**src/pcs_consts.vh**
```
// Summary of operation
// - On a turn-off message, pull the notice low and keep sampling the acknowledge.
// - Outputs mirror power control/status: enable bit 8, status bit 15, state 1:0.
// - Enabled-status output is high while configuration software has enabled MSI-X.
// - Function-mask output follows the function mask bit of MSI-X message control.
// - A dedicated bus shows the device control 2 register of the express capability.
// - User writes 32-bit config data with low-active enable; only enabled bytes change.
// - Reference clock frequency is a build-time choice of 100, 125 or 250 MHz.
`ifndef PCS_CONSTS_VH
`define PCS_CONSTS_VH

// Register byte addresses
`define PCS_REG_CTRL      8'h00
`define PCS_REG_STATUS    8'h04
`define PCS_REG_MASK      8'h08
`define PCS_REG_STATE     8'h0C
`define PCS_REG_CFG_ADDR  8'h10
`define PCS_REG_CFG_DATA  8'h14
`define PCS_REG_INFO      8'h18

// Control bits
`define PCS_CTRL_SW_TURNOFF 0
`define PCS_CTRL_RST        1'h0

// Event bits in status and mask
`define PCS_EV_TURNOFF_RX  0
`define PCS_EV_TURNOFF_ACK 1
`define PCS_EV_USER_WRITE  2
`define PCS_EV_WIDTH       3

// Config space word indexes of mirrored registers
`define PCS_IDX_PMCSR     6'h11
`define PCS_IDX_MSIX_CTL  6'h12
`define PCS_IDX_DEVCTL2   6'h22

// Field positions
`define PCS_PM_PME_EN     8
`define PCS_PM_PME_STATUS 15
`define PCS_PM_STATE_HI   1
`define PCS_PM_STATE_LO   0
`define PCS_MSIX_ENABLE   31
`define PCS_MSIX_FMASK    30
`define PCS_DC2_HI        15
`define PCS_DC2_LO        0

// Reference clock choices
`define PCS_REFCLK_100    100
`define PCS_REFCLK_125    125
`define PCS_REFCLK_250    250
`define PCS_REFCODE_100   2'h0
`define PCS_REFCODE_125   2'h1
`define PCS_REFCODE_250   2'h2
`define PCS_REFCODE_BAD   2'h3

// Turn-off handshake states
`define PCS_ST_IDLE       1'b0
`define PCS_ST_WAIT       1'b1

`endif

```
**src/pcs_cfg_mem.v**
```verilog
`timescale 1ns/10ps
`default_nettype none
module pcs_cfg_mem #(
    parameter AW = 6,
    parameter DW = 32
) (
    // Clock
    input  wire          clk,
    // Write port
    input  wire          we,
    input  wire [AW-1:0] waddr,
    input  wire [DW-1:0] wdata,
    input  wire [DW/8-1:0] wbe,
    // Read port
    input  wire [AW-1:0] raddr,
    output reg  [DW-1:0] rdata
);
    reg [DW-1:0] mem [0:(1<<AW)-1];
    integer      i;

    always @(posedge clk) begin
        if (we) begin
            for (i = 0; i < DW/8; i = i + 1) begin
                if (wbe[i]) begin
                    mem[waddr][i*8 +: 8] <= wdata[i*8 +: 8];
                end
            end
        end
        rdata <= mem[raddr];
    end
endmodule
`default_nettype wire

```
**src/pcs_sideband.v**
```verilog
// Our own choices: the APB register port and the address map.
`timescale 1ns/10ps
`default_nettype none
`include "pcs_consts.vh"
module pcs_sideband #(
    parameter REF_CLK_MHZ = `PCS_REFCLK_100,
    parameter CFG_AW      = 6,
    parameter PAW         = 8
) (
    // Clock and reset
    input  wire              sys_clk,
    input  wire              rst,
    // APB slave
    input  wire              psel,
    input  wire              penable,
    input  wire              pwrite,
    input  wire [PAW-1:0]    paddr,
    input  wire [31:0]       pwdata,
    output reg  [31:0]       prdata,
    output reg               pready,
    output reg               pslverr,
    // Interrupt
    output reg               irq,
    // User configuration write port
    input  wire [31:0]       cfg_write_data,
    input  wire              cfg_write_en_low,
    input  wire [3:0]        cfg_byte_en_low,
    input  wire [CFG_AW-1:0] cfg_write_addr,
    // Turn-off handshake
    input  wire              turnoff_msg_in,
    input  wire              turnoff_ok_low,
    output reg               turnoff_notice_low,
    output reg               pme_to_ack_out,
    // Status mirrors
    output wire              pm_pme_enable,
    output wire              pm_pme_status,
    output wire [1:0]        pm_power_state,
    output wire              msix_enabled,
    output wire              msix_func_mask,
    output wire [15:0]       device_control_two_out
);
    // Pin synchronisers
    reg                     msg_s1;
    reg                     msg_s2;
    reg                     msg_s3;
    reg                     ok_s1;
    reg                     ok_s2;

    // Handshake state
    reg                     hs_state;
    reg                     sw_turnoff;

    // Registers
    reg  [`PCS_EV_WIDTH-1:0] status;
    reg  [`PCS_EV_WIDTH-1:0] mask;
    reg  [CFG_AW-1:0]       cfg_addr;
    reg                     apb_pend;
    reg  [31:0]             apb_data;
    reg  [CFG_AW-1:0]       apb_addr;

    // Config shadows
    reg  [31:0]             pmcsr;
    reg  [31:0]             msix_ctl;
    reg  [31:0]             devctl2;

    wire [31:0]             mem_rdata;
    wire                    msg_rise;
    wire                    usr_wr;
    wire                    wr_go;
    wire [CFG_AW-1:0]       wr_addr;
    wire [31:0]             wr_data;
    wire [3:0]              wr_be;
    wire                    apb_setup;
    wire                    apb_wr;
    wire                    turnoff_start;
    wire                    turnoff_done;
    wire [1:0]              ref_code;
    reg  [`PCS_EV_WIDTH-1:0] events;
    reg  [`PCS_EV_WIDTH-1:0] next_status;
    reg  [31:0]             rd_mux;

    // Byte-lane merge of a config word
    function [31:0] merge;
        input [31:0] old;
        input [31:0] new_val;
        input [3:0]  be;
        integer      k;
        begin
            merge = old;
            for (k = 0; k < 4; k = k + 1) begin
                if (be[k]) begin
                    merge[k*8 +: 8] = new_val[k*8 +: 8];
                end
            end
        end
    endfunction

    // Address lies on the register map
    function mapped;
        input [PAW-1:0] a;
        begin
            case (a)
                `PCS_REG_CTRL, `PCS_REG_STATUS, `PCS_REG_MASK,
                `PCS_REG_STATE, `PCS_REG_CFG_ADDR, `PCS_REG_CFG_DATA,
                `PCS_REG_INFO: mapped = 1'b1;
                default: mapped = 1'b0;
            endcase
        end
    endfunction

    // Frequency chosen at build time, reported to software
    assign ref_code = (REF_CLK_MHZ == `PCS_REFCLK_100) ? `PCS_REFCODE_100 :
                      (REF_CLK_MHZ == `PCS_REFCLK_125) ? `PCS_REFCODE_125 :
                      (REF_CLK_MHZ == `PCS_REFCLK_250) ? `PCS_REFCODE_250 :
                      `PCS_REFCODE_BAD;

    always @(posedge sys_clk) begin
        if (rst) begin
            msg_s1 <= 1'b0;
            msg_s2 <= 1'b0;
            msg_s3 <= 1'b0;
            ok_s1  <= 1'b1;
            ok_s2  <= 1'b1;
        end else begin
            msg_s1 <= turnoff_msg_in;
            msg_s2 <= msg_s1;
            msg_s3 <= msg_s2;
            ok_s1  <= turnoff_ok_low;
            ok_s2  <= ok_s1;
        end
    end

    assign msg_rise      = msg_s2 & ~msg_s3;
    assign turnoff_start = (hs_state == `PCS_ST_IDLE) & (msg_rise | sw_turnoff);
    // Acknowledge trusted only once user logic is drained
    assign turnoff_done  = (hs_state == `PCS_ST_WAIT) & ~ok_s2;

    // Turn-off handshake
    always @(posedge sys_clk) begin
        if (rst) begin
            hs_state           <= `PCS_ST_IDLE;
            turnoff_notice_low <= 1'b1;
            pme_to_ack_out     <= 1'b0;
        end else begin
            pme_to_ack_out <= 1'b0;
            case (hs_state)
                `PCS_ST_IDLE: begin
                    if (turnoff_start) begin
                        turnoff_notice_low <= 1'b0;
                        hs_state           <= `PCS_ST_WAIT;
                    end
                end
                `PCS_ST_WAIT: begin
                    // Poll every cycle until user agrees
                    if (turnoff_done) begin
                        turnoff_notice_low <= 1'b1;
                        pme_to_ack_out     <= 1'b1;
                        hs_state           <= `PCS_ST_IDLE;
                    end
                end
                default: begin
                    hs_state           <= `PCS_ST_IDLE;
                    turnoff_notice_low <= 1'b1;
                end
            endcase
        end
    end

    // Config write arbitration; user port wins, APB word waits until the user port is idle
    assign usr_wr  = ~cfg_write_en_low;
    assign wr_go   = usr_wr | apb_pend;
    assign wr_addr = usr_wr ? cfg_write_addr : apb_addr;
    assign wr_data = usr_wr ? cfg_write_data : apb_data;
    assign wr_be   = usr_wr ? ~cfg_byte_en_low : 4'hF;

    pcs_cfg_mem #(
        .AW (CFG_AW),
        .DW (32)
    ) u_mem (
        .clk   (sys_clk),
        .we    (wr_go),
        .waddr (wr_addr),
        .wdata (wr_data),
        .wbe   (wr_be),
        .raddr (cfg_addr),
        .rdata (mem_rdata)
    );

    // Shadows of mirrored config words
    always @(posedge sys_clk) begin
        if (rst) begin
            pmcsr    <= 32'h0000_0000;
            msix_ctl <= 32'h0000_0000;
            devctl2  <= 32'h0000_0000;
        end else if (wr_go) begin
            if (wr_addr == `PCS_IDX_PMCSR) begin
                pmcsr <= merge(pmcsr, wr_data, wr_be);
            end
            if (wr_addr == `PCS_IDX_MSIX_CTL) begin
                msix_ctl <= merge(msix_ctl, wr_data, wr_be);
            end
            if (wr_addr == `PCS_IDX_DEVCTL2) begin
                devctl2 <= merge(devctl2, wr_data, wr_be);
            end
        end
    end

    assign pm_pme_enable  = pmcsr[`PCS_PM_PME_EN];
    assign pm_pme_status  = pmcsr[`PCS_PM_PME_STATUS];
    assign pm_power_state = pmcsr[`PCS_PM_STATE_HI:`PCS_PM_STATE_LO];
    assign msix_enabled   = msix_ctl[`PCS_MSIX_ENABLE];
    assign msix_func_mask = msix_ctl[`PCS_MSIX_FMASK];
    assign device_control_two_out = devctl2[`PCS_DC2_HI:`PCS_DC2_LO];

    // APB phases
    assign apb_setup = psel & ~penable;
    assign apb_wr    = psel & penable & pready & pwrite;

    // Events and sticky status; a new event beats a same-cycle clear
    always @* begin
        events = {`PCS_EV_WIDTH{1'b0}};
        events[`PCS_EV_TURNOFF_RX]  = turnoff_start;
        events[`PCS_EV_TURNOFF_ACK] = turnoff_done;
        events[`PCS_EV_USER_WRITE]  = usr_wr;
        next_status = status;
        if (apb_wr && paddr == `PCS_REG_STATUS) begin
            next_status = status & ~pwdata[`PCS_EV_WIDTH-1:0];
        end
        next_status = next_status | events;
    end

    // Read mux, sampled in the setup cycle
    always @* begin
        rd_mux = 32'h0000_0000;
        case (paddr)
            `PCS_REG_CTRL:     rd_mux[`PCS_CTRL_SW_TURNOFF] = sw_turnoff;
            `PCS_REG_STATUS:   rd_mux[`PCS_EV_WIDTH-1:0] = status;
            `PCS_REG_MASK:     rd_mux[`PCS_EV_WIDTH-1:0] = mask;
            `PCS_REG_STATE:    rd_mux[10:0] = {device_control_two_out[3:0],
                                               msix_func_mask, msix_enabled,
                                               pm_power_state, pm_pme_status,
                                               pm_pme_enable, hs_state};
            `PCS_REG_CFG_ADDR: rd_mux[CFG_AW-1:0] = cfg_addr;
            `PCS_REG_CFG_DATA: rd_mux = mem_rdata;
            `PCS_REG_INFO:     rd_mux[1:0] = ref_code;
            default:           rd_mux = 32'h0000_0000;
        endcase
    end

    // Register file and bus answer
    always @(posedge sys_clk) begin
        if (rst) begin
            prdata     <= 32'h0000_0000;
            pready     <= 1'b0;
            pslverr    <= 1'b0;
            irq        <= 1'b0;
            status     <= {`PCS_EV_WIDTH{1'b0}};
            mask       <= {`PCS_EV_WIDTH{1'b0}};
            sw_turnoff <= `PCS_CTRL_RST;
            cfg_addr   <= {CFG_AW{1'b0}};
            apb_pend   <= 1'b0;
            apb_data   <= 32'h0000_0000;
            apb_addr   <= {CFG_AW{1'b0}};
        end else begin
            // Single wait-free access phase
            pready  <= apb_setup;
            pslverr <= apb_setup & ~mapped(paddr);
            if (apb_setup) begin
                prdata <= pwrite ? 32'h0000_0000 : rd_mux;
            end
            status <= next_status;
            irq    <= |(next_status & mask);
            // Software request is a one-shot; taken only while idle
            if (turnoff_start) begin
                sw_turnoff <= 1'b0;
            end
            if (apb_pend && !usr_wr) begin
                apb_pend <= 1'b0;
            end
            if (apb_wr) begin
                case (paddr)
                    `PCS_REG_CTRL: begin
                        sw_turnoff <= pwdata[`PCS_CTRL_SW_TURNOFF];
                    end
                    `PCS_REG_MASK: begin
                        mask <= pwdata[`PCS_EV_WIDTH-1:0];
                    end
                    `PCS_REG_CFG_ADDR: begin
                        cfg_addr <= pwdata[CFG_AW-1:0];
                    end
                    `PCS_REG_CFG_DATA: begin
                        apb_pend <= 1'b1;
                        apb_data <= pwdata;
                        apb_addr <= cfg_addr;
                    end
                    default: begin
                        apb_pend <= apb_pend & usr_wr;
                    end
                endcase
            end
        end
    end
endmodule
`default_nettype wire

```
**config.mk**
```make
export PLATFORM = sky130hd
export DESIGN_NAME = pcs_sideband
export DESIGN_NICKNAME = d
export VERILOG_FILES = /design/src/pcs_cfg_mem.v /design/src/pcs_sideband.v
export VERILOG_INCLUDE_DIRS = /design/src
export SDC_FILE = /design/constraint.sdc
export NUM_CORES = 2
export LEC_CHECK = 0
export BUFFER_PORTS_ARGS = -buffer_cell sky130_fd_sc_hd__buf_2
export CAP_MARGIN = 30
export CORE_UTILIZATION = 36
export DETAILED_ROUTE_END_ITERATION = 12
export PLACE_DENSITY = 0.57
export SLEW_MARGIN = 40
export SYNTH_ARGS = -nofsm -noshare
export SYNTH_HDL_FRONTEND = slang
export SYNTH_SLANG_ARGS = --single-unit
```
**constraint.sdc**
```tcl
create_clock -name sys_clk -period 3.2 [get_ports sys_clk]
set_input_delay 0.64 -clock sys_clk [delete_from_list [all_inputs] [get_ports sys_clk]]
set_output_delay 0.64 -clock sys_clk [all_outputs]
set_load 0.02 [all_outputs]
```
Word level (Yosys, flattened, before mapping)
Memories as Yosys holds them, arrays and structs flattened. A register that Yosys moved wholly into a read port is not among the register bits.
Index checks and enable logic that the tools add are counted.
{"block": "totals", "regBits": 129, "mem_bits_rw": 2048, "in_bits": 90, "out_inout_bits": 59, "wordCells": 112, "n_memories": 1}
{"memory": "u_mem.mem", "depth": 64, "width": 32, "rd": 1, "rd_clocked_by_memory_dff": 1, "write_ports": 1, "line": "pcs_cfg_mem.v:18", "text": "reg [DW-1:0] mem [0:(1<<AW)-1];"}
{"block": "op_classes", "n_eq_ne": 11, "n_mux": 38, "n_bitwise": 22, "n_reduce_logical": 16}
{"op": "32-bit 2-to-1 mux", "count": 2}
{"op": "8-bit by 5-bit == test with 1-bit output (second input constant)", "count": 3}
{"op": "1-bit 2-to-1 mux", "count": 24}
{"op": "21-bit 2-to-1 mux", "count": 1}
{"op": "8-bit by 4-bit == test with 1-bit output (second input constant)", "count": 2}
{"op": "3-bit AND reduction", "count": 5}
{"op": "6-bit by 5-bit == test with 1-bit output (second input constant)", "count": 2}
{"op": "1-bit case mux with 5 select lines", "count": 2}
{"op": "5-bit case mux with 2 select lines", "count": 1}
{"op": "1-bit AND", "count": 9}
{"op": "3-bit case mux with 3 select lines", "count": 1}
{"op": "8-bit by 3-bit == test with 1-bit output (second input constant)", "count": 1}
{"op": "8-bit zero test", "count": 1}
{"op": "2-bit AND reduction", "count": 4}
{"op": "7-bit OR reduction", "count": 1}
{"op": "3-bit AND", "count": 2}
{"op": "6-bit == test (second input constant)", "count": 1}
{"op": "6-bit 2-to-1 mux", "count": 1}
{"op": "1-bit NOT", "count": 6}
{"op": "1-bit case mux with 2 select lines", "count": 3}
{"op": "1-bit case mux with 6 select lines", "count": 1}
{"op": "3-bit OR reduction", "count": 2}
{"op": "4-bit 2-to-1 mux", "count": 1}
{"op": "4-bit NOT", "count": 1}
{"op": "other kinds (8)", "count": 10}

Depth between registers and ports, before layout
{"block": "logic_depth", "depth_word": 8, "ltp_mapped": 9, "mapped_depth_nobuf": 5}

Modules after synthesis
Synthesis repeated with hierarchy kept, for this count alone.
{"block": "unflattened", "hier_cells": 4154, "area_unflattened_um2": 84916.4}
{"module": "pcs_cfg_mem", "instances": 1, "cells_each": 3576, "area_per_inst_um2": 79771.5, "seq_area_each_um2": 62139.6}
{"module": "pcs_sideband", "instances": 1, "cells_each": 578, "area_per_inst_um2": 5144.9, "seq_area_each_um2": 2342.2}

Worst setup path before layout
Ideal clock, no wire load.
{"block": "synth_timing", "kind": "input port to flip-flop", "from": "input port cfg_write_en_low", "to": "memory u_mem.mem[1][10] (enable)", "setup_time_ns": 0.370, "t_arrival_ns": 2.263, "required_time_ns": 2.830, "setup_slack_ns": 0.567, "stages": 7, "n_path_buf": 3, "cell_sequence": "buf_4 > buf_4 > nor3b_1 > o21ai_1 > clkbuf_1 > or2_1 > nor2_1"}
{"block": "synth_via", "elab_chain_cells": 4, "word_cells_on_any_way": 7, "classes_between": "mux (5); bitwise (2)"}
{"element": "start: declaration", "line": "pcs_sideband.v:26", "text": "input wire cfg_write_en_low,"}
{"element": "4-bit 2-to-1 mux / 1-bit NOT (equally long branches)", "line": "pcs_sideband.v:174, pcs_sideband.v:170"}
{"element": "1-bit 2-to-1 mux / 1-bit bitwise OR (equally long branches)", "line": "pcs_cfg_mem.v:24, pcs_sideband.v:171"}
{"element": "1-bit 2-to-1 mux", "line": "pcs_cfg_mem.v:22", "text": "if (we) begin"}
{"element": "1-bit 2-to-1 mux (not written as such)", "line": "pcs_cfg_mem.v:25", "text": "mem[waddr][i*8 +: 8] <= wdata[i*8 +: 8];"}
{"element": "end: declaration", "line": "pcs_cfg_mem.v:18"}
Parallel ways exist; a longest one is shown, timed or not.

==> implementation parameters <==
Parameter                              Value

Synthesis
  Post-synthesis compound-gate area fraction    0.0324
  Warnings, synthesis    0
  Distinct cell type count of the synthesized netlist    55
  Register bit total from synthesis    2197
  Post-Synthesis Cell Area    84400 sq um
  Fraction of synthesized area in multiplexers    0.145
  Most used flip-flop cell after synthesis    edfxtp_1
  Register area share after synthesis    0.764
  Simple-gate share of the synthesized area    0.0426
  Xor/xnor share of the synthesized area    0
  Cell count after synthesis    4272
  Avg Synthesized Cell Area    19.8 sq um
  Asr flop ratio synth    0
  Post-synth EDFFs    2048
  Main combinational cell family by area after synthesis    multiplexers
  Post-Synth Adder-Cell Area    0
  Number of nets in the synthesized netlist    4362

Global routing
  Residual overflow from global routing    0
  Overall track demand over capacity in global routing    0.199
  Initial antenna violation count    19
  Via count of the first global-routing pass    45200
  First-pass GRT wire length    336000 um
  Maximum number of pins on one net before global-route repair    72

Pwr
  Leak pwr    28.4 nW
  Proportion of total power due to net switching    0.205
  Worst vdd rail ir drop    0.445 mV
  Areal power density over the cells    585 nW/um^2
  Reg power frac    0.539
  Relative contribution of the clock network to total power    0.440
  Post-route total power    58.5 mW
  NetSw    12.0 mW
  Internal    46.5 mW
  Combinational Power Share    0.021

Route
  Routed Wire Length    238000 um
  Per-cell via count in the routed design    5.48
  Final antenna-violating net count    0
  Routed WL per cell    28.9 um
  DRC violations left    0
  Routed via count    45200
  Detailed-routing iteration count for the pre-antenna-repair pass    8
  Iteration-0 DRC Markers    5388

Timing
  Final setup violating endpoints    0
  Rel. slew slack    0.408
  Max Fclk    0.343 GHz
  Number of failing hold endpoints at the final stage    0
  RSZ-0062 raised after global routing    no
  Min setup slack post-route    286 ps
  Final Critical Period    2910 ps
  Final max-slew violation count    0
  Final total negative setup slack    0 ps
  Final worst path period share    0.911
  Slew at the pin with the worst max-slew slack    887 ps
  Worst Skew    68.0 ps

Placed design
  Routability cong.    0.867
  Half-perimeter wire length after detailed placement    156000 um
  Dpl cell area    92500 sq um
  # placed instances    7806
  Port Buffers    148
  Setup WS pre-CTS    97.5 ps

Clock network
  Clock sink count    2197
  Number of buffers added by the clock tree synthesis step    216
  Clock transition at path regs    60 ps
  Number of buffers between clock root and the deepest sink    3
  H-tree depth reported by CTS    4
  Skew-Pair Late Insertion Delay    870 ps
  CTS tree    built
  Quantity of gates resized following cts    0
  Library cell used as clock root buffer    clkbuf_16

Final layout
  Commonest non-fill, non-tap cell in the layout    edfxtp_1
  Area delta synth->final    18.5%
  Total Nets Final    5012
  Number of fill cells    20100
  Non-filler instance count after layout    8244
  Post-route cell area    100000 sq um
  Commonest cells after routing, fill and taps aside    edfxtp_1 (2048), mux4_2 (483), buf_4 (477)
  Fraction of layout instances using a drive strength above 1    0.312

Worst hold path
  Hold path start    pwdata[3]
  Count of cells along the worst hold path    3
  Worst hold path class    in -> reg
  Hold EP    apb_data[3]

Critical path
  Maximum fanout along the worst path    25
  Worst R2R Start    cfg_addr[0]
  Worst reg2reg endpoint    u_mem.rdata[6]
  Worst Setup Start Kind    flip-flop
  Worst R2R Setup Slack    290 ps
  CP Capture Type    flip-flop
  WS Path Type    reg -> reg
  Data required time of the worst path    3960 ps
  Data arrival time of the critical path    3680 ps
  FF-to-FF path depth    6

Floorplanning
  DIE HEIGHT    486 um
  Count of pins on the block boundary    149
  Area of the die    236000 sq um
  Core Box Area    233000 sq um
  Initial standard-cell utilization of the core    0.363
  Number of rows in the core area    177
  Die Wd    486 um

Outcome
  Run status    complete, no violations

Flow run
  Count of maximum capacitance violations    0
critical path, stage by stage, from the launching register on:
cell and delay (ps):
dfxtp_4 420, buf_12 240, buf_4 300, mux4_2 580, a211oi_1 540, o22ai_1 430, and3_1 270
sequential cells by signal, summed over array words and instances, names as in the netlist, 2 cells and up:
signal       flops
devctl2         16
apb_addr         6
prdata          32
status           3
msix_ctl         2
pmcsr            4
cfg_addr         6
mask             3
u_mem.mem     2048
u_mem.rdata     32
apb_data        32
metrics by stage:
stage | hold slack, ps | utilization
global placement | 401 | 0.397
finish | 75.2 | 0.430
global route | 34.2 | 0.430
detailed placement | 398 | 0.397
floorplan | 389 | -
CTS | 3.01 | 0.430
area by class of cell:
class	instances	area (sq um)	area share
diodes	5	12.5	0.000125
clock buffers	300	6050	0.0605
clock inverters	103	1180	0.0118
inverters	10	37.5	0.000375
multi-input cells	1794	18700	0.187
flip-flops and latches	2197	64500	0.645
well taps	3132	3920	0.0392
repair buffers	703	5630	0.0563
cells by family after synthesis:
family / Yosys count
DFF: 2197
buffers and inverters: 281
AOI/OAI and AO/OA: 394
muxes: 614
and+or+nand+nor: 786
cell usage after synthesis, drive strengths merged, types with 42 or more instances:
| cell type | instances | area [sq um] |
|---|---|---|
| nor2b | 42 | 263 |
| a22oi | 100 | 751 |
| buf | 142 | 811 |
| o221ai | 63 | 552 |
| nand3 | 84 | 420 |
| o22ai | 58 | 363 |
| mux4 | 483 | 10900 |
| nand2 | 182 | 683 |
| a21oi | 61 | 305 |
| edfxtp | 2048 | 61500 |
| mux2i | 74 | 744 |
| clkbuf | 129 | 484 |
| nor2 | 324 | 1220 |
| dfxtp | 149 | 2980 |
| mux2 | 57 | 642 |
| nand4 | 55 | 344 |
power by group through the flow:
stage	Clock (mW)	Combinational, mW	Sequential [mW]
global route	27.2	1.31	31.6
CTS	26.2	1.23	31.6
finish	25.7	1.23	31.6
floorplan	0	0.510	32.2
global placement	0	1.18	32.2
detailed placement	0	1.21	32.2
how the worst max path moves through the flow:
| stage | startpoint | end | cells after the start |
|---|---|---|---|
| after global routing | cfg_addr[0] | u_mem.rdata[6] | 6 |
| final | cfg_addr[0] | u_mem.rdata[6] | 6 |
| after floorplan | cfg_write_en_low | u_mem.mem[1][10] | 7 |
| after global placement | cfg_write_en_low | u_mem.mem[50][30] | 8 |
| after CTS | cfg_addr[0] | u_mem.rdata[6] | 6 |
| after detailed placement | cfg_write_en_low | u_mem.mem[50][30] | 8 |
what timing repair did:
| action | CTS | global route |
|---|---|---|
| hold buffers | 27 | 0 |
| endpoints found under the setup margin | 0 | 0 |
| endpoints found under the hold margin | 27 | 0 |
| buffers inserted | 0 | 0 |
routing by layer:
| metal | part of all wire | global-route usage | vias to the layer above | wire length (um) |
|---|---|---|---|---|
| met5 | 0.000055 | 0 | - | 13 |
| met4 | 0.024 | 0.0537 | 2 | 5730 |
| met3 | 0.090 | 0.0473 | 335 | 21400 |
| met2 | 0.46 | 0.307 | 2058 | 109000 |
| met1 | 0.43 | 0.283 | 24000 | 101000 |
| li1 | - | - | 18800 | - |
Note: power is estimated with default switching activity, not from simulation.
